File: src/rtl/cdrv_pkg.sv
// Package for the codec output driver control register bank.
// Assumes an 8-bit register port with a 7-bit register address on the core clock.
package cdrv_pkg;

    // Register addresses.
    localparam logic [6:0] CDRV_ADDR_DAC_PWR   = 7'h25;
    localparam logic [6:0] CDRV_ADDR_HP_CTRL   = 7'h26;
    localparam logic [6:0] CDRV_ADDR_RSVD      = 7'h27;
    localparam logic [6:0] CDRV_ADDR_OUT_STAGE = 7'h28;
    localparam logic [6:0] CDRV_ADDR_DAC_SW    = 7'h29;

    // Writable bit masks; all other bits are reserved and read as zero.
    localparam logic [7:0] CDRV_MASK_DAC_PWR   = 8'hf0;
    localparam logic [7:0] CDRV_MASK_HP_CTRL   = 8'h3e;
    localparam logic [7:0] CDRV_MASK_OUT_STAGE = 8'hff;
    localparam logic [7:0] CDRV_MASK_DAC_SW    = 8'hf3;

    // Reset values.
    localparam logic [7:0] CDRV_RST_REG        = 8'h00;

    // Field positions.
    localparam int CDRV_POS_LDAC_PWR  = 7;
    localparam int CDRV_POS_RDAC_PWR  = 6;
    localparam int CDRV_POS_LCOM      = 4;
    localparam int CDRV_POS_RCOM      = 3;
    localparam int CDRV_POS_SC_EN     = 2;
    localparam int CDRV_POS_SC_MODE   = 1;
    localparam int CDRV_POS_CM        = 6;
    localparam int CDRV_POS_LBYP      = 4;
    localparam int CDRV_POS_RBYP      = 2;
    localparam int CDRV_POS_SOFT      = 0;
    localparam int CDRV_POS_LSW       = 6;
    localparam int CDRV_POS_RSW       = 4;
    localparam int CDRV_POS_COUPLE    = 0;

    // Volume coupling codes.
    localparam logic [1:0] CDRV_COUPLE_L_FOLLOWS_R = 2'h1;
    localparam logic [1:0] CDRV_COUPLE_R_FOLLOWS_L = 2'h2;

    // Decoded driver settings handed to the analog side.
    typedef struct packed {
        logic       left_dac_pwr;
        logic       right_dac_pwr;
        logic [1:0] left_phones_complement_cfg;
        logic [2:0] right_phones_complement_cfg;
        logic       short_prot_en;
        logic       short_prot_pwrdn;
        logic [1:0] common_mode_level_sel;
        logic [1:0] left_second_line_bypass;
        logic [1:0] right_second_line_bypass;
        logic [1:0] soft_step_sel;
        logic [1:0] left_path_sel;
        logic [1:0] right_path_sel;
    } cdrv_cfg_t;

    // Register port request.
    typedef struct packed {
        logic       wr;
        logic       rd;
        logic [6:0] addr;
        logic [7:0] wdata;
    } cdrv_req_t;

endpackage : cdrv_pkg

File: src/rtl/cdrv_regs.sv
// Output driver control register bank of the stereo codec.
// Assumes the control-bus bridge delivers one-cycle read and write strobes
// on mclk_in, and that the DAC volume registers live outside this block.
//
// Contract
// - Bit 7 of DAC power register powers up left DAC; resets zero.
// - Bit 6 of DAC power register powers up right DAC; resets zero.
// - Two-bit left complement driver config; code 11 reserved.
// - Three-bit right complement driver config, codes 000 to 100.
// - Bit 2 of high-power register enables short protection on all drivers.
// - Bit 1 picks current limit (0) or auto power-down (1).
// - Top two output stage bits select common-mode 1.35 to 1.8 V.
// - Left second-line bypass: off, positive, negative, differential.
// - Right second-line bypass uses the same encoding as left.
// - Soft-stepping: per sample, per two samples, off; 11 reserved.
// - Left DAC path switch: general, line, power driver; 11 reserved.
// - Right DAC path switch: general, line, power driver; 11 reserved.
// - Coupling 01 left follows right volume, 10 right follows left.
// - Coupling code 11 behaves exactly like 00, independent volume.
// - DAC volume is seven-bit half-decibel attenuation, zero means 0 dB.
`timescale 1ns/1ps
`default_nettype none

module cdrv_regs
    import cdrv_pkg::*;
(
    input  wire logic       mclk_in,
    input  wire logic       resetn_in,
    input  wire cdrv_req_t  req_in,
    input  wire logic [6:0] left_vol_reg_in,
    input  wire logic [6:0] right_vol_reg_in,
    output var  logic [7:0] rdata_out,
    output var  logic       rvalid_out,
    output var  cdrv_cfg_t  cfg_out,
    output var  logic [6:0] left_vol_eff_out,
    output var  logic [6:0] right_vol_eff_out
);

    // Register images. Reserved bits of every image are held at zero.
    logic [7:0] dac_power_driver_config_r;
    logic [7:0] dac_power_driver_config_nxt;
    logic [7:0] high_power_driver_control_r;
    logic [7:0] high_power_driver_control_nxt;
    logic [7:0] output_stage_control_r;
    logic [7:0] output_stage_control_nxt;
    logic [7:0] dac_output_switching_r;
    logic [7:0] dac_output_switching_nxt;

    // Next values of the output flops.
    logic [7:0] rdata_nxt;
    logic       rvalid_nxt;
    cdrv_cfg_t  cfg_nxt;
    logic [6:0] left_vol_nxt;
    logic [6:0] right_vol_nxt;
    logic [1:0] couple;

    // One write select per stored register.
    logic       wr_dac_pwr;
    logic       wr_hp_ctrl;
    logic       wr_out_stage;
    logic       wr_dac_sw;

    // One read select per readable register.
    logic       rd_dac_pwr;
    logic       rd_hp_ctrl;
    logic       rd_out_stage;
    logic       rd_dac_sw;

    // Coupling selects decoded from the switching register.
    logic       left_from_right;
    logic       right_from_left;

    // Write address decode. The reserved slot and all unmapped addresses
    // select no register, so a stray write there cannot disturb any state.
    // A read in the same cycle is not affected: it sees the old contents.
    always_comb begin
        wr_dac_pwr   = 1'b0;
        wr_hp_ctrl   = 1'b0;
        wr_out_stage = 1'b0;
        wr_dac_sw    = 1'b0;
        if (req_in.wr) begin
            case (req_in.addr)
                CDRV_ADDR_DAC_PWR: begin
                    wr_dac_pwr = 1'b1;
                end
                CDRV_ADDR_HP_CTRL: begin
                    wr_hp_ctrl = 1'b1;
                end
                CDRV_ADDR_OUT_STAGE: begin
                    wr_out_stage = 1'b1;
                end
                CDRV_ADDR_DAC_SW: begin
                    wr_dac_sw = 1'b1;
                end
                default: begin
                    // Reserved slot and unmapped addresses select nothing.
                    wr_dac_sw = 1'b0;
                end
            endcase
        end
    end

    // DAC power and left complement driver register.
    // Bit 7 powers the left DAC channel and bit 6 the right one; both come
    // up cleared, so the converters stay off until software asks for them.
    // Bits 5:4 set the left complement driver: 00 inverse of the left main
    // driver, 01 steady common-mode level, 10 independent single-ended.
    // Code 11 is not to be written; it is kept as written and passed on.
    // The low nibble is reserved and is dropped on write, so that a
    // read-modify-write by software never carries junk back into it.
    always_comb begin
        dac_power_driver_config_nxt = dac_power_driver_config_r;
        if (wr_dac_pwr) begin
            dac_power_driver_config_nxt = req_in.wdata & CDRV_MASK_DAC_PWR;
        end
    end

    // Storage of the DAC power register, cleared by reset.
    always_ff @(posedge mclk_in or negedge resetn_in) begin
        if (!resetn_in) begin
            dac_power_driver_config_r <= CDRV_RST_REG;
        end else begin
            dac_power_driver_config_r <= dac_power_driver_config_nxt;
        end
    end

    // High-power driver control register.
    // Bits 5:3 set the right complement driver: 000 inverse of the right
    // main driver, 001 steady common-mode level, 010 single-ended, 011
    // inverse of the left complement driver, 100 external feedback with
    // the left complement driver parked at common mode.
    // Bit 2 turns on short protection for every high-power driver and
    // bit 1 chooses between current limiting and automatic power-down.
    // Bits 7:6 and bit 0 are reserved and are dropped on write.
    always_comb begin
        high_power_driver_control_nxt = high_power_driver_control_r;
        if (wr_hp_ctrl) begin
            high_power_driver_control_nxt = req_in.wdata & CDRV_MASK_HP_CTRL;
        end
    end

    // Storage of the high-power driver register, cleared by reset.
    always_ff @(posedge mclk_in or negedge resetn_in) begin
        if (!resetn_in) begin
            high_power_driver_control_r <= CDRV_RST_REG;
        end else begin
            high_power_driver_control_r <= high_power_driver_control_nxt;
        end
    end

    // Output stage register; all eight bits are writable.
    // Bits 7:6 pick the output common-mode level, 1.35 V at 00 rising in
    // steps to 1.8 V at 11. Bits 5:4 and 3:2 route the left and right
    // second line inputs around the converters: 00 off, 01 positive input,
    // 10 negative input, 11 both inputs differentially.
    // Bits 1:0 set the volume soft-stepping rate: 00 one step per sample,
    // 01 one step per two samples, 10 no stepping; 11 is not to be written.
    always_comb begin
        output_stage_control_nxt = output_stage_control_r;
        if (wr_out_stage) begin
            output_stage_control_nxt = req_in.wdata & CDRV_MASK_OUT_STAGE;
        end
    end

    // Storage of the output stage register, cleared by reset.
    always_ff @(posedge mclk_in or negedge resetn_in) begin
        if (!resetn_in) begin
            output_stage_control_r <= CDRV_RST_REG;
        end else begin
            output_stage_control_r <= output_stage_control_nxt;
        end
    end

    // DAC output switching register.
    // Bits 7:6 and 5:4 steer the left and right DAC outputs: 00 general
    // path, 01 line driver path, 10 high-power driver path; 11 is not to be
    // written. Bits 1:0 couple the digital volumes of the two channels.
    // Bits 3:2 are reserved and are dropped on write.
    always_comb begin
        dac_output_switching_nxt = dac_output_switching_r;
        if (wr_dac_sw) begin
            dac_output_switching_nxt = req_in.wdata & CDRV_MASK_DAC_SW;
        end
    end

    // Storage of the DAC output switching register, cleared by reset.
    always_ff @(posedge mclk_in or negedge resetn_in) begin
        if (!resetn_in) begin
            dac_output_switching_r <= CDRV_RST_REG;
        end else begin
            dac_output_switching_r <= dac_output_switching_nxt;
        end
    end

    // Read address decode, one select per readable image.
    // The reserved slot has no select of its own: like every unmapped
    // address it falls through to zero, which is what software expects
    // to see there after reset and at any later time.
    always_comb begin
        rd_dac_pwr   = 1'b0;
        rd_hp_ctrl   = 1'b0;
        rd_out_stage = 1'b0;
        rd_dac_sw    = 1'b0;
        if (req_in.rd) begin
            case (req_in.addr)
                CDRV_ADDR_DAC_PWR: begin
                    rd_dac_pwr = 1'b1;
                end
                CDRV_ADDR_HP_CTRL: begin
                    rd_hp_ctrl = 1'b1;
                end
                CDRV_ADDR_OUT_STAGE: begin
                    rd_out_stage = 1'b1;
                end
                CDRV_ADDR_DAC_SW: begin
                    rd_dac_sw = 1'b1;
                end
                default: begin
                    // Reserved slot and unmapped addresses read as zero.
                    rd_dac_sw = 1'b0;
                end
            endcase
        end
    end

    // Read data mux. Every read is answered one cycle later, whatever the
    // address; the data are zero unless a mapped image was selected, and
    // zero again on every cycle without a read, so no answer lingers.
    always_comb begin
        rvalid_nxt = req_in.rd;
        rdata_nxt  = CDRV_RST_REG;
        if (rd_dac_pwr) begin
            rdata_nxt = dac_power_driver_config_r;
        end
        if (rd_hp_ctrl) begin
            rdata_nxt = high_power_driver_control_r;
        end
        if (rd_out_stage) begin
            rdata_nxt = output_stage_control_r;
        end
        if (rd_dac_sw) begin
            rdata_nxt = dac_output_switching_r;
        end
    end

    // Field decode toward the analog drivers.
    // Each field but short_prot_pwrdn is copied out of its register image unchanged, reserved
    // codes included: the analog side is told exactly what software
    // wrote, and no code is silently swapped for another one.
    // The power-down mode of the short protection only counts while the
    // protection itself is on, so that flag is gated by the enable bit;
    // with protection off the drivers neither limit nor shut down.
    // All fields pass through the output flops below, so the analog side
    // never sees a half-written register between two clock edges.
    // The register images only change on a write, so these stay put.
    always_comb begin
        cfg_nxt.left_dac_pwr                = dac_power_driver_config_r[CDRV_POS_LDAC_PWR];
        cfg_nxt.right_dac_pwr               = dac_power_driver_config_r[CDRV_POS_RDAC_PWR];
        cfg_nxt.left_phones_complement_cfg  = dac_power_driver_config_r[CDRV_POS_LCOM +: 2];
        cfg_nxt.right_phones_complement_cfg = high_power_driver_control_r[CDRV_POS_RCOM +: 3];
        cfg_nxt.short_prot_en               = high_power_driver_control_r[CDRV_POS_SC_EN];
        // Mode only matters while protection is on.
        cfg_nxt.short_prot_pwrdn            = high_power_driver_control_r[CDRV_POS_SC_EN]
                                              & high_power_driver_control_r[CDRV_POS_SC_MODE];
        cfg_nxt.common_mode_level_sel       = output_stage_control_r[CDRV_POS_CM +: 2];
        cfg_nxt.left_second_line_bypass     = output_stage_control_r[CDRV_POS_LBYP +: 2];
        cfg_nxt.right_second_line_bypass    = output_stage_control_r[CDRV_POS_RBYP +: 2];
        cfg_nxt.soft_step_sel               = output_stage_control_r[CDRV_POS_SOFT +: 2];
        cfg_nxt.left_path_sel               = dac_output_switching_r[CDRV_POS_LSW +: 2];
        cfg_nxt.right_path_sel              = dac_output_switching_r[CDRV_POS_RSW +: 2];
    end

    // Volume coupling. The outside left and right volume registers each
    // hold a seven-bit attenuation in half-decibel steps, zero meaning
    // no attenuation. Code 01 in the coupling field makes the left
    // channel use the right register, code 10 the right channel the left
    // register; 00 and 11 keep the channels independent. The values are
    // passed through untouched, so the attenuation scale is preserved.
    // The coupling code is read from the stored register, not from the
    // request, so a write takes effect one cycle after it is accepted,
    // in step with the decoded fields. A volume change on the inputs
    // shows up after one cycle as well.
    assign couple = dac_output_switching_r[CDRV_POS_COUPLE +: 2];

    // Coupling code decode; 00 and 11 leave both selects low.
    always_comb begin
        left_from_right = 1'b0;
        right_from_left = 1'b0;
        case (couple)
            CDRV_COUPLE_L_FOLLOWS_R: begin
                left_from_right = 1'b1;
            end
            CDRV_COUPLE_R_FOLLOWS_L: begin
                right_from_left = 1'b1;
            end
            default: begin
                // Codes 00 and 11: the channels keep their own volumes.
                left_from_right = 1'b0;
            end
        endcase
    end

    // Volume source selection.
    always_comb begin
        left_vol_nxt  = left_vol_reg_in;
        right_vol_nxt = right_vol_reg_in;
        if (left_from_right) begin
            left_vol_nxt = right_vol_reg_in;
        end
        if (right_from_left) begin
            right_vol_nxt = left_vol_reg_in;
        end
    end

    // Read answer flops. rvalid_out is a one-cycle pulse and rdata_out
    // is zero outside it, so a stale answer can never be taken twice.
    always_ff @(posedge mclk_in or negedge resetn_in) begin
        if (!resetn_in) begin
            rdata_out  <= CDRV_RST_REG;
            rvalid_out <= 1'b0;
        end else begin
            rdata_out  <= rdata_nxt;
            rvalid_out <= rvalid_nxt;
        end
    end

    // Decoded field flops. The analog side sees a write one cycle after
    // the register takes it, and every field is zero straight out of
    // reset, which leaves both DAC channels powered down.
    always_ff @(posedge mclk_in or negedge resetn_in) begin
        if (!resetn_in) begin
            cfg_out <= '0;
        end else begin
            cfg_out <= cfg_nxt;
        end
    end

    // Effective volume flops. They follow the outside volume registers
    // with one cycle of delay, after the coupling choice has been applied;
    // zero out of reset means no attenuation until the inputs are seen.
    always_ff @(posedge mclk_in or negedge resetn_in) begin
        if (!resetn_in) begin
            left_vol_eff_out  <= 7'h00;
            right_vol_eff_out <= 7'h00;
        end else begin
            left_vol_eff_out  <= left_vol_nxt;
            right_vol_eff_out <= right_vol_nxt;
        end
    end

endmodule : cdrv_regs
`default_nettype wire

File: config.mk
export PLATFORM = sky130hd
export DESIGN_NAME = cdrv_regs
export DESIGN_NICKNAME = d
export VERILOG_FILES = /design/src/rtl/cdrv_pkg.sv /design/src/rtl/cdrv_regs.sv
export SDC_FILE = /design/constraint.sdc
export NUM_CORES = 1
export LEC_CHECK = 0
export BUFFER_PORTS_ARGS = -buffer_cell sky130_fd_sc_hd__buf_2
export CORE_ASPECT_RATIO = 1.75
export CORE_MARGIN = 2
export CORE_UTILIZATION = 50
export DETAILED_ROUTE_END_ITERATION = 10
export GPL_ROUTABILITY_DRIVEN = 1
export PLACE_DENSITY = 0.78
export SLEW_MARGIN = 20
export SYNTH_ARGS = -nofsm -noshare
export SYNTH_HDL_FRONTEND = slang
export SYNTH_SLANG_ARGS = --single-unit
File: constraint.sdc
create_clock -name mclk_in -period 1.4 [get_ports mclk_in]
set_input_delay 0.21 -clock mclk_in [delete_from_list [all_inputs] [get_ports mclk_in]]
set_output_delay 0.21 -clock mclk_in [all_outputs]
set_load 0.01 [all_outputs]
Yosys cells after proc, flatten, opt, wreduce, memory -nomap -nowiden
Index checks and enable logic that the tools add are counted.
- equal/unequal tests: 6
- muxes and demuxes: 20
- bitwise logic cells: 1
- operators by type and width (operator ; count):
    $mux W8 ; 4
    $eq A7 B6 Y1 const B ; 4
    $mux W1 ; 14
    $mux W7 ; 2
    $eq A2 B1 Y1 const B ; 1
    $eq A2 B2 Y1 const B ; 1
    $and A1 B1 Y1 ; 1
- flip-flop bits (word level): 67
- bits of input ports: 33
- output and inout bits: 44
- word-level logic and storage cells: 47

Logic depth before layout (Yosys ltp)
Gate-level depths: netlist of the first run.
- depth after elaboration: 7
- depth in mapped cells: 5
- mapped depth without buffers: 3

Least setup slack after synthesis of the first run
Ideal clock, no wire load.
- path type: input to register
- start point: input port req_in[10] (netlist bit)
- end point: register output_stage_control_r[0]
- arrival time: 1.214 ns
- data required time: 1.275 ns
- setup slack: 0.061 ns
- stages: 5
- buffers on the path: 2
- path through: buf_6 nor3b_4 and3_1 buf_6 mux2_4
- longest elaborated chain between the ends: 3
- ends and longest elaborated chain (what ; line ; text):
    start, declared ; cdrv_regs.sv:29 ; input wire cdrv_req_t req_in,
    $eq A7 B6 Y1 ; cdrv_regs.sv:82 ; case (req_in.addr)
    $mux W1 ; cdrv_regs.sv:82 ;
    $mux W1 ; cdrv_regs.sv:81 ; if (req_in.wr) begin
    end signal, assigned ; cdrv_regs.sv:170 ; output_stage_control_r <= output_stage_control_nxt;
    end, declared ; cdrv_regs.sv:44 ; logic [7:0] output_stage_control_r;
Every way passes these cells.
A chain may end at the register's enable or synchronous reset.

Worst setup path in the final report of the first run
- start point: register dac_output_switching_r[0]
- end point: register right_vol_eff_out[5]
- longest elaborated chain between the ends: 3
- ends and longest elaborated chain (what ; line ; text):
    start, declared ; cdrv_regs.sv:46 ; logic [7:0] dac_output_switching_r;
    start signal, assigned ; cdrv_regs.sv:191 ; dac_output_switching_r <= dac_output_switching_nxt;
    $eq A2 B2 Y1 ; cdrv_regs.sv:289 ; case (couple)
    $mux W1 ; cdrv_regs.sv:289 ;
    $mux W7 ; cdrv_regs.sv:310 ; if (right_from_left) begin
    via right_vol_nxt[5] ; cdrv_regs.sv:54 ; logic [6:0] right_vol_nxt;
    end signal, assigned ; cdrv_regs.sv:347 ; right_vol_eff_out <= right_vol_nxt;
    end, declared ; cdrv_regs.sv:36 ; output var logic [6:0] right_vol_eff_out
The timed path passes the listed nets, and every way through them passes these cells.

==> results.json, run 1 <==
{
  "fin_skew_ps": 4.599,
  "end_kind": "flop",
  "multiInputGateArea_sq_um": 830.8,
  "criticalPathCategory": "reg2reg",
  "finalMaxSlewViolations": 0,
  "max_slew_margin": 0.7693,
  "layout.nets": 294,
  "maxCapViolCount": 0,
  "diodes": 0,
  "grt_util_met3": 0.07218,
  "rsz0062_at_grt": "no",
  "synth_area_sq_um": 2560,
  "r2r_slack_ps": 200,
  "numCtsBuffers": 9,
  "hold_class": "in2reg",
  "worstPathMaxFanout": 7,
  "hold_viol": 0,
  "syn-num-nets": 195,
  "ys_seq_elements": 67,
  "grt_max_degree": 68,
  "final.min_clock_period_ps": 1200,
  "final_layout_size_suffix_gt1_frac": 0.5564,
  "worstPathArrival_ps": 1420,
  "leakagePower_uw": 0.001735,
  "cts-root-buf": "clkbuf_8",
  "coreArea_sq_um": 4935,
  "die-area_sq_um": 5731,
  "htree_num_levels": 3,
  "grt_pass1_vias": 1814,
  "start_util": 0.5188,
  "antenna_found_initial": 0,
  "place.gp.congestion": 0.9008,
  "min_period_over_period": 0.8570,
  "start_kind": "flop",
  "total_power_uw": 4341,
  "cts_num_sinks": 67,
  "grt_util_all_layers": 0.2107,
  "crit_required_ps": 1620,
  "syn_inst": 162,
  "grt_pass1_wl_um": 8783,
  "cts_setup_buffers": 0,
  "fmax_ghz": 0.8335,
  "die_h_um": 98.66,
  "final_cell_mix": "buf_2 (76), dfrtp_1 (67), mux2_2 (24)",
  "yosysUniqueCellTypes": 32,
  "rows": 34,
  "status": "complete, no violations",
  "dp_hpwl_um": 3840,
  "clk_pin_slew_ps": 70,
  "avgSynthCellArea_sq_um": 15.80,
  "placed_area_sq_um": 3112,
  "vias": 1725,
  "drt-initial-drc-count": 31,
  "fillers": 337,
  "ant_nets": 0,
  "grt_remaining_overflow": 0,
  "ys_warn_count": 0,
  "busiest_layer": "met2",
  "setup_viol": 0,
  "whs_ps": 112.9,
  "wirelength_um": 5458,
  "wl_per_cell_um": 17.06,
  "die_x_um": 58.09,
  "viasPerCell": 5.391,
  "cts_tree": "yes",
  "vdd_drop_max_mv": 0.9403,
  "worst_pin_slew_ps": 346.1,
  "regArea_sq_um": 1677,
  "grt_use_met2": 0.3444,
  "dr.pass1.iters": 4,
  "pin_count": 77,
  "final_common_cell": "buf_2",
  "final_area_sq_um": 3351,
  "syn_to_final_growth_pct": 30.89,
  "grt_util_met1": 0.2401,
  "io_buffers": 76,
  "clockBufferDepth": 2,
  "drc": 0,
  "clk_latency_ps": 340,
  "cellPowerDensity_nw_per_um2": 1296,
  "yosysSeqAreaShare": 0.6549
}
## Yosys cell counts
cell       instances  share of area
and2b_1            1         0.0029
mux2_4            13          0.076
inv_1              1         0.0015
or2b_1             1         0.0029
nand4bb_1          1         0.0044
and3b_2            1         0.0039
mux2_2            24           0.11
nor3b_4            1         0.0073
o32ai_1            2         0.0068
a21oi_1            2         0.0039
a211oi_1           4          0.012
o31ai_1            1         0.0029
and3_1             2         0.0049
clkbuf_1           4         0.0059
dfrtp_1           67           0.65
nand3_1            2         0.0039
nor2_1             2         0.0029
nor2b_1            3         0.0073
a2bb2oi_1          2         0.0068
and2_1             1         0.0024
mux2i_1            3          0.012
nand2_1            4         0.0059
and4bb_2           1         0.0049
nor3_1             4         0.0078
a22oi_1            3         0.0088
nand3b_1           2         0.0059
nand2b_1           2         0.0049
buf_6              3          0.013
or3b_4             1         0.0044
nor4bb_1           1         0.0039
nand4b_1           2         0.0068
nand4_1            1         0.0024
## cells by family (layout without fill, tap and decap cells)
family | after synthesis | count (layout) | share of synthesized area
buffers and inverters | 8 | 112 | 0.02052
multiplexers | 40 | 40 | 0.1936
flip-flops | 67 | 67 | 0.6549
AND/OR/NAND/NOR | 33 | 33 | 0.08994
AO/OA/AOI/OAI | 14 | 14 | 0.04106
## sequential cells by signal, indices dropped and copies added, names as in the netlist
| name | count |
|---|---|
| cfg_out | 21 |
| dac_output_switching_r | 6 |
| dac_power_driver_config_r | 4 |
| high_power_driver_control_r | 5 |
| left_vol_eff_out | 7 |
| output_stage_control_r | 8 |
| rdata_out | 8 |
| right_vol_eff_out | 7 |
| rvalid_out | 1 |
## per-layer routing
metal / part of all wire / up-vias / wire, um
met5: 0 / - / 0
met2: 0.52 / 80 / 2849
met4: 0.033 / 0 / 179
met3: 0.067 / 17 / 364
met1: 0.38 / 844 / 2064
li1: - / 784 / -
## repair_timing
item                      in CTS  in global routing
hold buffers                   2                  0
hold endpoints to repair      68                  0
resized for setup              0                  0
## cell type report
| cell class | instances | area share |
|---|---|---|
| Clock buffer | 12 | 0.04332 |
| Clock inverter | 4 | 0.02203 |
| Inverter | 1 | 0.001120 |
| Multi-Input combinational cell | 87 | 0.2479 |
| Sequential cell | 67 | 0.5004 |
| Tap cell | 54 | 0.02016 |
| Timing Repair Buffer | 95 | 0.1650 |
## worst paths after layout
path,from,endpoint,cells after the start
setup / recovery,dac_output_switching_r[0]$_DFFE_PN0P_,right_vol_eff_out[5]$_DFF_PN0_,2
hold / removal,right_vol_reg_in[0],left_vol_eff_out[0]$_DFF_PN0_,2
setup reg to reg,dac_output_switching_r[0]$_DFFE_PN0P_,right_vol_eff_out[5]$_DFF_PN0_,2
hold reg to reg,dac_output_switching_r[7]$_DFFE_PN0P_,cfg_out[3]$_DFF_PN0_,0
max in group asynchronous,resetn_in,cfg_out[1]$_DFF_PN0_,3
min in group asynchronous,resetn_in,rvalid_out$_DFF_PN0_,3
## through the flow
stage	setup TNS, ps	cells	worst slack (ps)	utilization
floorplan	0	162	60.76	-
global placement	-15.96	302	-3.400	0.6306
detailed placement	-313.6	302	-35.85	0.6306
CTS	0	320	174.7	0.6790
global route	0	320	129.4	0.6790
finish	0	320	200.2	0.6790
## worst max-delay path, stage by stage, from the launching register on
cell and delay, ps:
dfrtp_1 370, nand2b_1 320, mux2_2 390
## power by group
group	switching, uW	internal [uW]
clock	701	1050
combinational	216	234
sequential	67.6	2070
No activity file was read; power rests on OpenSTA's default activity.
==> inputs of run 2 (changes only) <==
--- a/config.mk
+++ b/config.mk
@@ -5,13 +5,15 @@
 export SDC_FILE = /design/constraint.sdc
 export NUM_CORES = 1
 export LEC_CHECK = 0
+export ABC_AREA = 1
 export BUFFER_PORTS_ARGS = -buffer_cell sky130_fd_sc_hd__buf_2
 export CORE_ASPECT_RATIO = 1.75
 export CORE_MARGIN = 2
-export CORE_UTILIZATION = 50
+export CORE_UTILIZATION = 51
 export DETAILED_ROUTE_END_ITERATION = 10
 export GPL_ROUTABILITY_DRIVEN = 1
-export PLACE_DENSITY = 0.78
+export GPL_TIMING_DRIVEN = 0
+export PLACE_DENSITY = 0.79
 export SLEW_MARGIN = 20
 export SYNTH_ARGS = -nofsm -noshare
 export SYNTH_HDL_FRONTEND = slang
==> run 2 against run 1 <==
Against the previous run: highest routed layer unchanged; combinational power shrank 3%; hold slack lost 39 ps; maximum frequency grew 1.9%; worst setup slack gained 23 ps; critical endpoint is now left_vol_eff_out[5]$_DFF_PN0_.
==> results.json, run 2 <==
{
  "criticalPathCategory": "reg2reg",
  "placed_area_sq_um": 3037,
  "synth_area_sq_um": 2586,
  "ant_nets": 0,
  "top_layer": "met4",
  "rsz0062_at_grt": "no",
  "dr.pass1.iters": 6,
  "syn_to_final_growth_pct": 25.59,
  "cts-root-buf": "clkbuf_8",
  "end_kind": "flop",
  "synth_edf_count": 0,
  "setup_viol": 0,
  "r2r_cells": 5,
  "dp_hpwl_um": 3604,
  "htree_num_levels": 3,
  "largest_reg_flops": 21,
  "cts_num_sinks": 67,
  "ys_warn_count": 0,
  "r2r-start": "dac_output_switching_r[1]$_DFFE_PN0P_",
  "final_common_cell": "buf_2",
  "fmax_ghz": 0.8496,
  "die_h_um": 98.21,
  "pin_count": 77,
  "fin_skew_ps": 6.260,
  "worst_pin_slew_ps": 793.0,
  "numPlacedInstances": 357,
  "status": "complete, no violations",
  "maxCapViolCount": 0,
  "async_flop_share": 1.000,
  "clockBufferDepth": 2,
  "worstPathMaxFanout": 10,
  "min_period_over_period": 0.8408,
  "r2r-end": "left_vol_eff_out[5]$_DFF_PN0_",
  "start_kind": "flop",
  "layout.cells.non_filler": 373,
  "clk_pin_slew_ps": 70,
  "grt_max_degree": 68,
  "slowest_stage": "dfrtp_1",
  "final_layout_size_suffix_gt1_frac": 0.4326,
  "wl_met1_um": 1855,
  "syn_inst": 227,
  "wl_per_cell_um": 13.36,
  "vdd_drop_max_mv": 0.9923,
  "yosysUniqueCellTypes": 23,
  "coreArea_sq_um": 4935,
  "cp_cell_sequence": "or2_1, buf_6, buf_12, nor2_2, a21oi_2",
  "grt_pass1_wl_um": 8328,
  "die_x_um": 57.83,
  "die-area_sq_um": 5679,
  "final_cell_mix": "buf_2 (76), dfrtp_1 (67), nand2_1 (59)",
  "final_area_sq_um": 3248,
  "yosysSeqAreaShare": 0.6483,
  "cts_tree": "yes",
  "leakagePower_uw": 0.001750,
  "synth_area_leaders": "dfrtp_1 (65%), nand2_1 (8.6%), o21ai_2 (5.1%)",
  "rows": 34,
  "fin_ws_ps": 222.9,
  "viasPerCell": 4.949,
  "max_slew_margin": 0.4713,
  "finalMaxSlewViolations": 0,
  "vias": 1846,
  "hold_class": "in2reg",
  "synth_top_cell_area_share": 0.6483,
  "min_from": "req_in[15]",
  "cellPowerDensity_nw_per_um2": 1285,
  "antenna_found_initial": 0,
  "hold_depth": 1,
  "synth.largest_area_cell": "dfrtp_1",
  "hold_viol": 0,
  "io_buffers": 76,
  "ys_seq_elements": 67,
  "cts_resized": 0,
  "avgSynthCellArea_sq_um": 11.39,
  "hold_end": "rvalid_out$_DFF_PN0_",
  "diodes": 0,
  "met2RoutedLength_um": 2721,
  "synthFlopType": "dfrtp_1",
  "clk_latency_ps": 340,
  "wirelength_um": 4984,
  "worstPathArrival_ps": 1410,
  "r2r_slack_ps": 220,
  "synth.top_cells.by_count": "dfrtp_1 (67), nand2_1 (59), inv_1 (21), o21ai_2 (15), o21ai_1 (9)",
  "largest_register": "cfg_out",
  "place_ws_ps": 167.0,
  "syn-num-nets": 260,
  "place.gp.congestion": 0.7928,
  "crit_required_ps": 1630,
  "whs_ps": 73.90,
  "drc": 0,
  "grt_pass1_vias": 1863,
  "max_stage_delay_ps": 410,
  "yosysMostFrequentCell": "dfrtp_1",
  "reg_top3": "cfg_out: 21 flops, output_stage_control_r: 8 flops, rdata_out: 8 flops",
  "numCtsBuffers": 9,
  "wl_met3_um": 255,
  "start_util": 0.5241,
  "final.min_clock_period_ps": 1177,
  "grt_remaining_overflow": 0,
  "layout.nets": 348,
  "drt-initial-drc-count": 58,
  "grt_util_all_layers": 0.1982
}
-- run 2: changes by cell type in the layout (fill, tap and decap cells not counted), moves of 7 or more --
cell     previous run  this run
mux2_4             13         0
nand4_1             1         8
inv_1               1        21
nor2_2              0         8
nand2_1             4        59
o21ai_1             0         9
o21ai_2             0        15
buf_4              15         1
mux2_2             24         0
-- run 2: area by class of cell --
type / count / area, sq um
fillers: 382 / 1687
clock inverters: 4 / 50.05
plain buffers: 6 / 73.82
flip-flops and latches: 67 / 1677
multi-input cells: 131 / 749.5
inverters: 23 / 86.33
well taps: 54 / 67.56
repair buffers: 77 / 392.9
clock buffers: 11 / 151.4
-- run 2: routing by layer --
layer,global-route usage,up-vias
met5,0,-
met4,0.1109,0
met1,0.2025,865
li1,-,905
met2,0.3462,61
met3,0.05960,15
-- run 2: worst max-delay path: cells and delay by family, from the launching register on --
kind	cells	cell delay [ps]
flops	1	410
simple gates	2	350
buf+inv	2	270
compound gates	1	40
-- run 2: cell families (layout without fill, tap and decap cells) --
logic type,Yosys count,in the layout,synth area share
and+or+nand+nor,94,94,0.1877
DFF,67,67,0.6483
AOI/OAI and AO/OA,37,37,0.1021
buffers and inverters,29,121,0.06192
-- run 2: stage by stage --
stage / util / total power (uW) / setup TNS, ps
floorplan: - / 2394 / 0
global route: 0.6582 / 4349 / 0
global placement: 0.6149 / 2593 / -5320
finish: 0.6582 / 4172 / 0
detailed placement: 0.6154 / 2612 / 0
CTS: 0.6582 / 4209 / 0
-- run 2: repair_timing --
action,in CTS,in global routing
setup buffers,0,0
endpoints found under the hold margin,67,0
hold buffers,1,0
-- run 2: worst max-delay path by stage --
stage | from | end | cells after the start
after detailed placement | req_in[10] | rdata_out[6]$_DFF_PN0_ | 8
after floorplan | dac_output_switching_r[1]$_DFFE_PN0P_ | left_vol_eff_out[4]$_DFF_PN0_ | 5
after CTS | dac_output_switching_r[0]$_DFFE_PN0P_ | left_vol_eff_out[5]$_DFF_PN0_ | 6
final | dac_output_switching_r[1]$_DFFE_PN0P_ | left_vol_eff_out[5]$_DFF_PN0_ | 5
after global placement | resetn_in | rdata_out[3]$_DFF_PN0_ | 1
after global routing | dac_output_switching_r[0]$_DFFE_PN0P_ | left_vol_eff_out[5]$_DFF_PN0_ | 6
-- run 2: report_power, final --
group | total (uW) | internal (uW) | switching [uW]
Clock | 1600 | 905 | 695
Combinational | 436 | 177 | 259
Sequential | 2140 | 2070 | 61.6
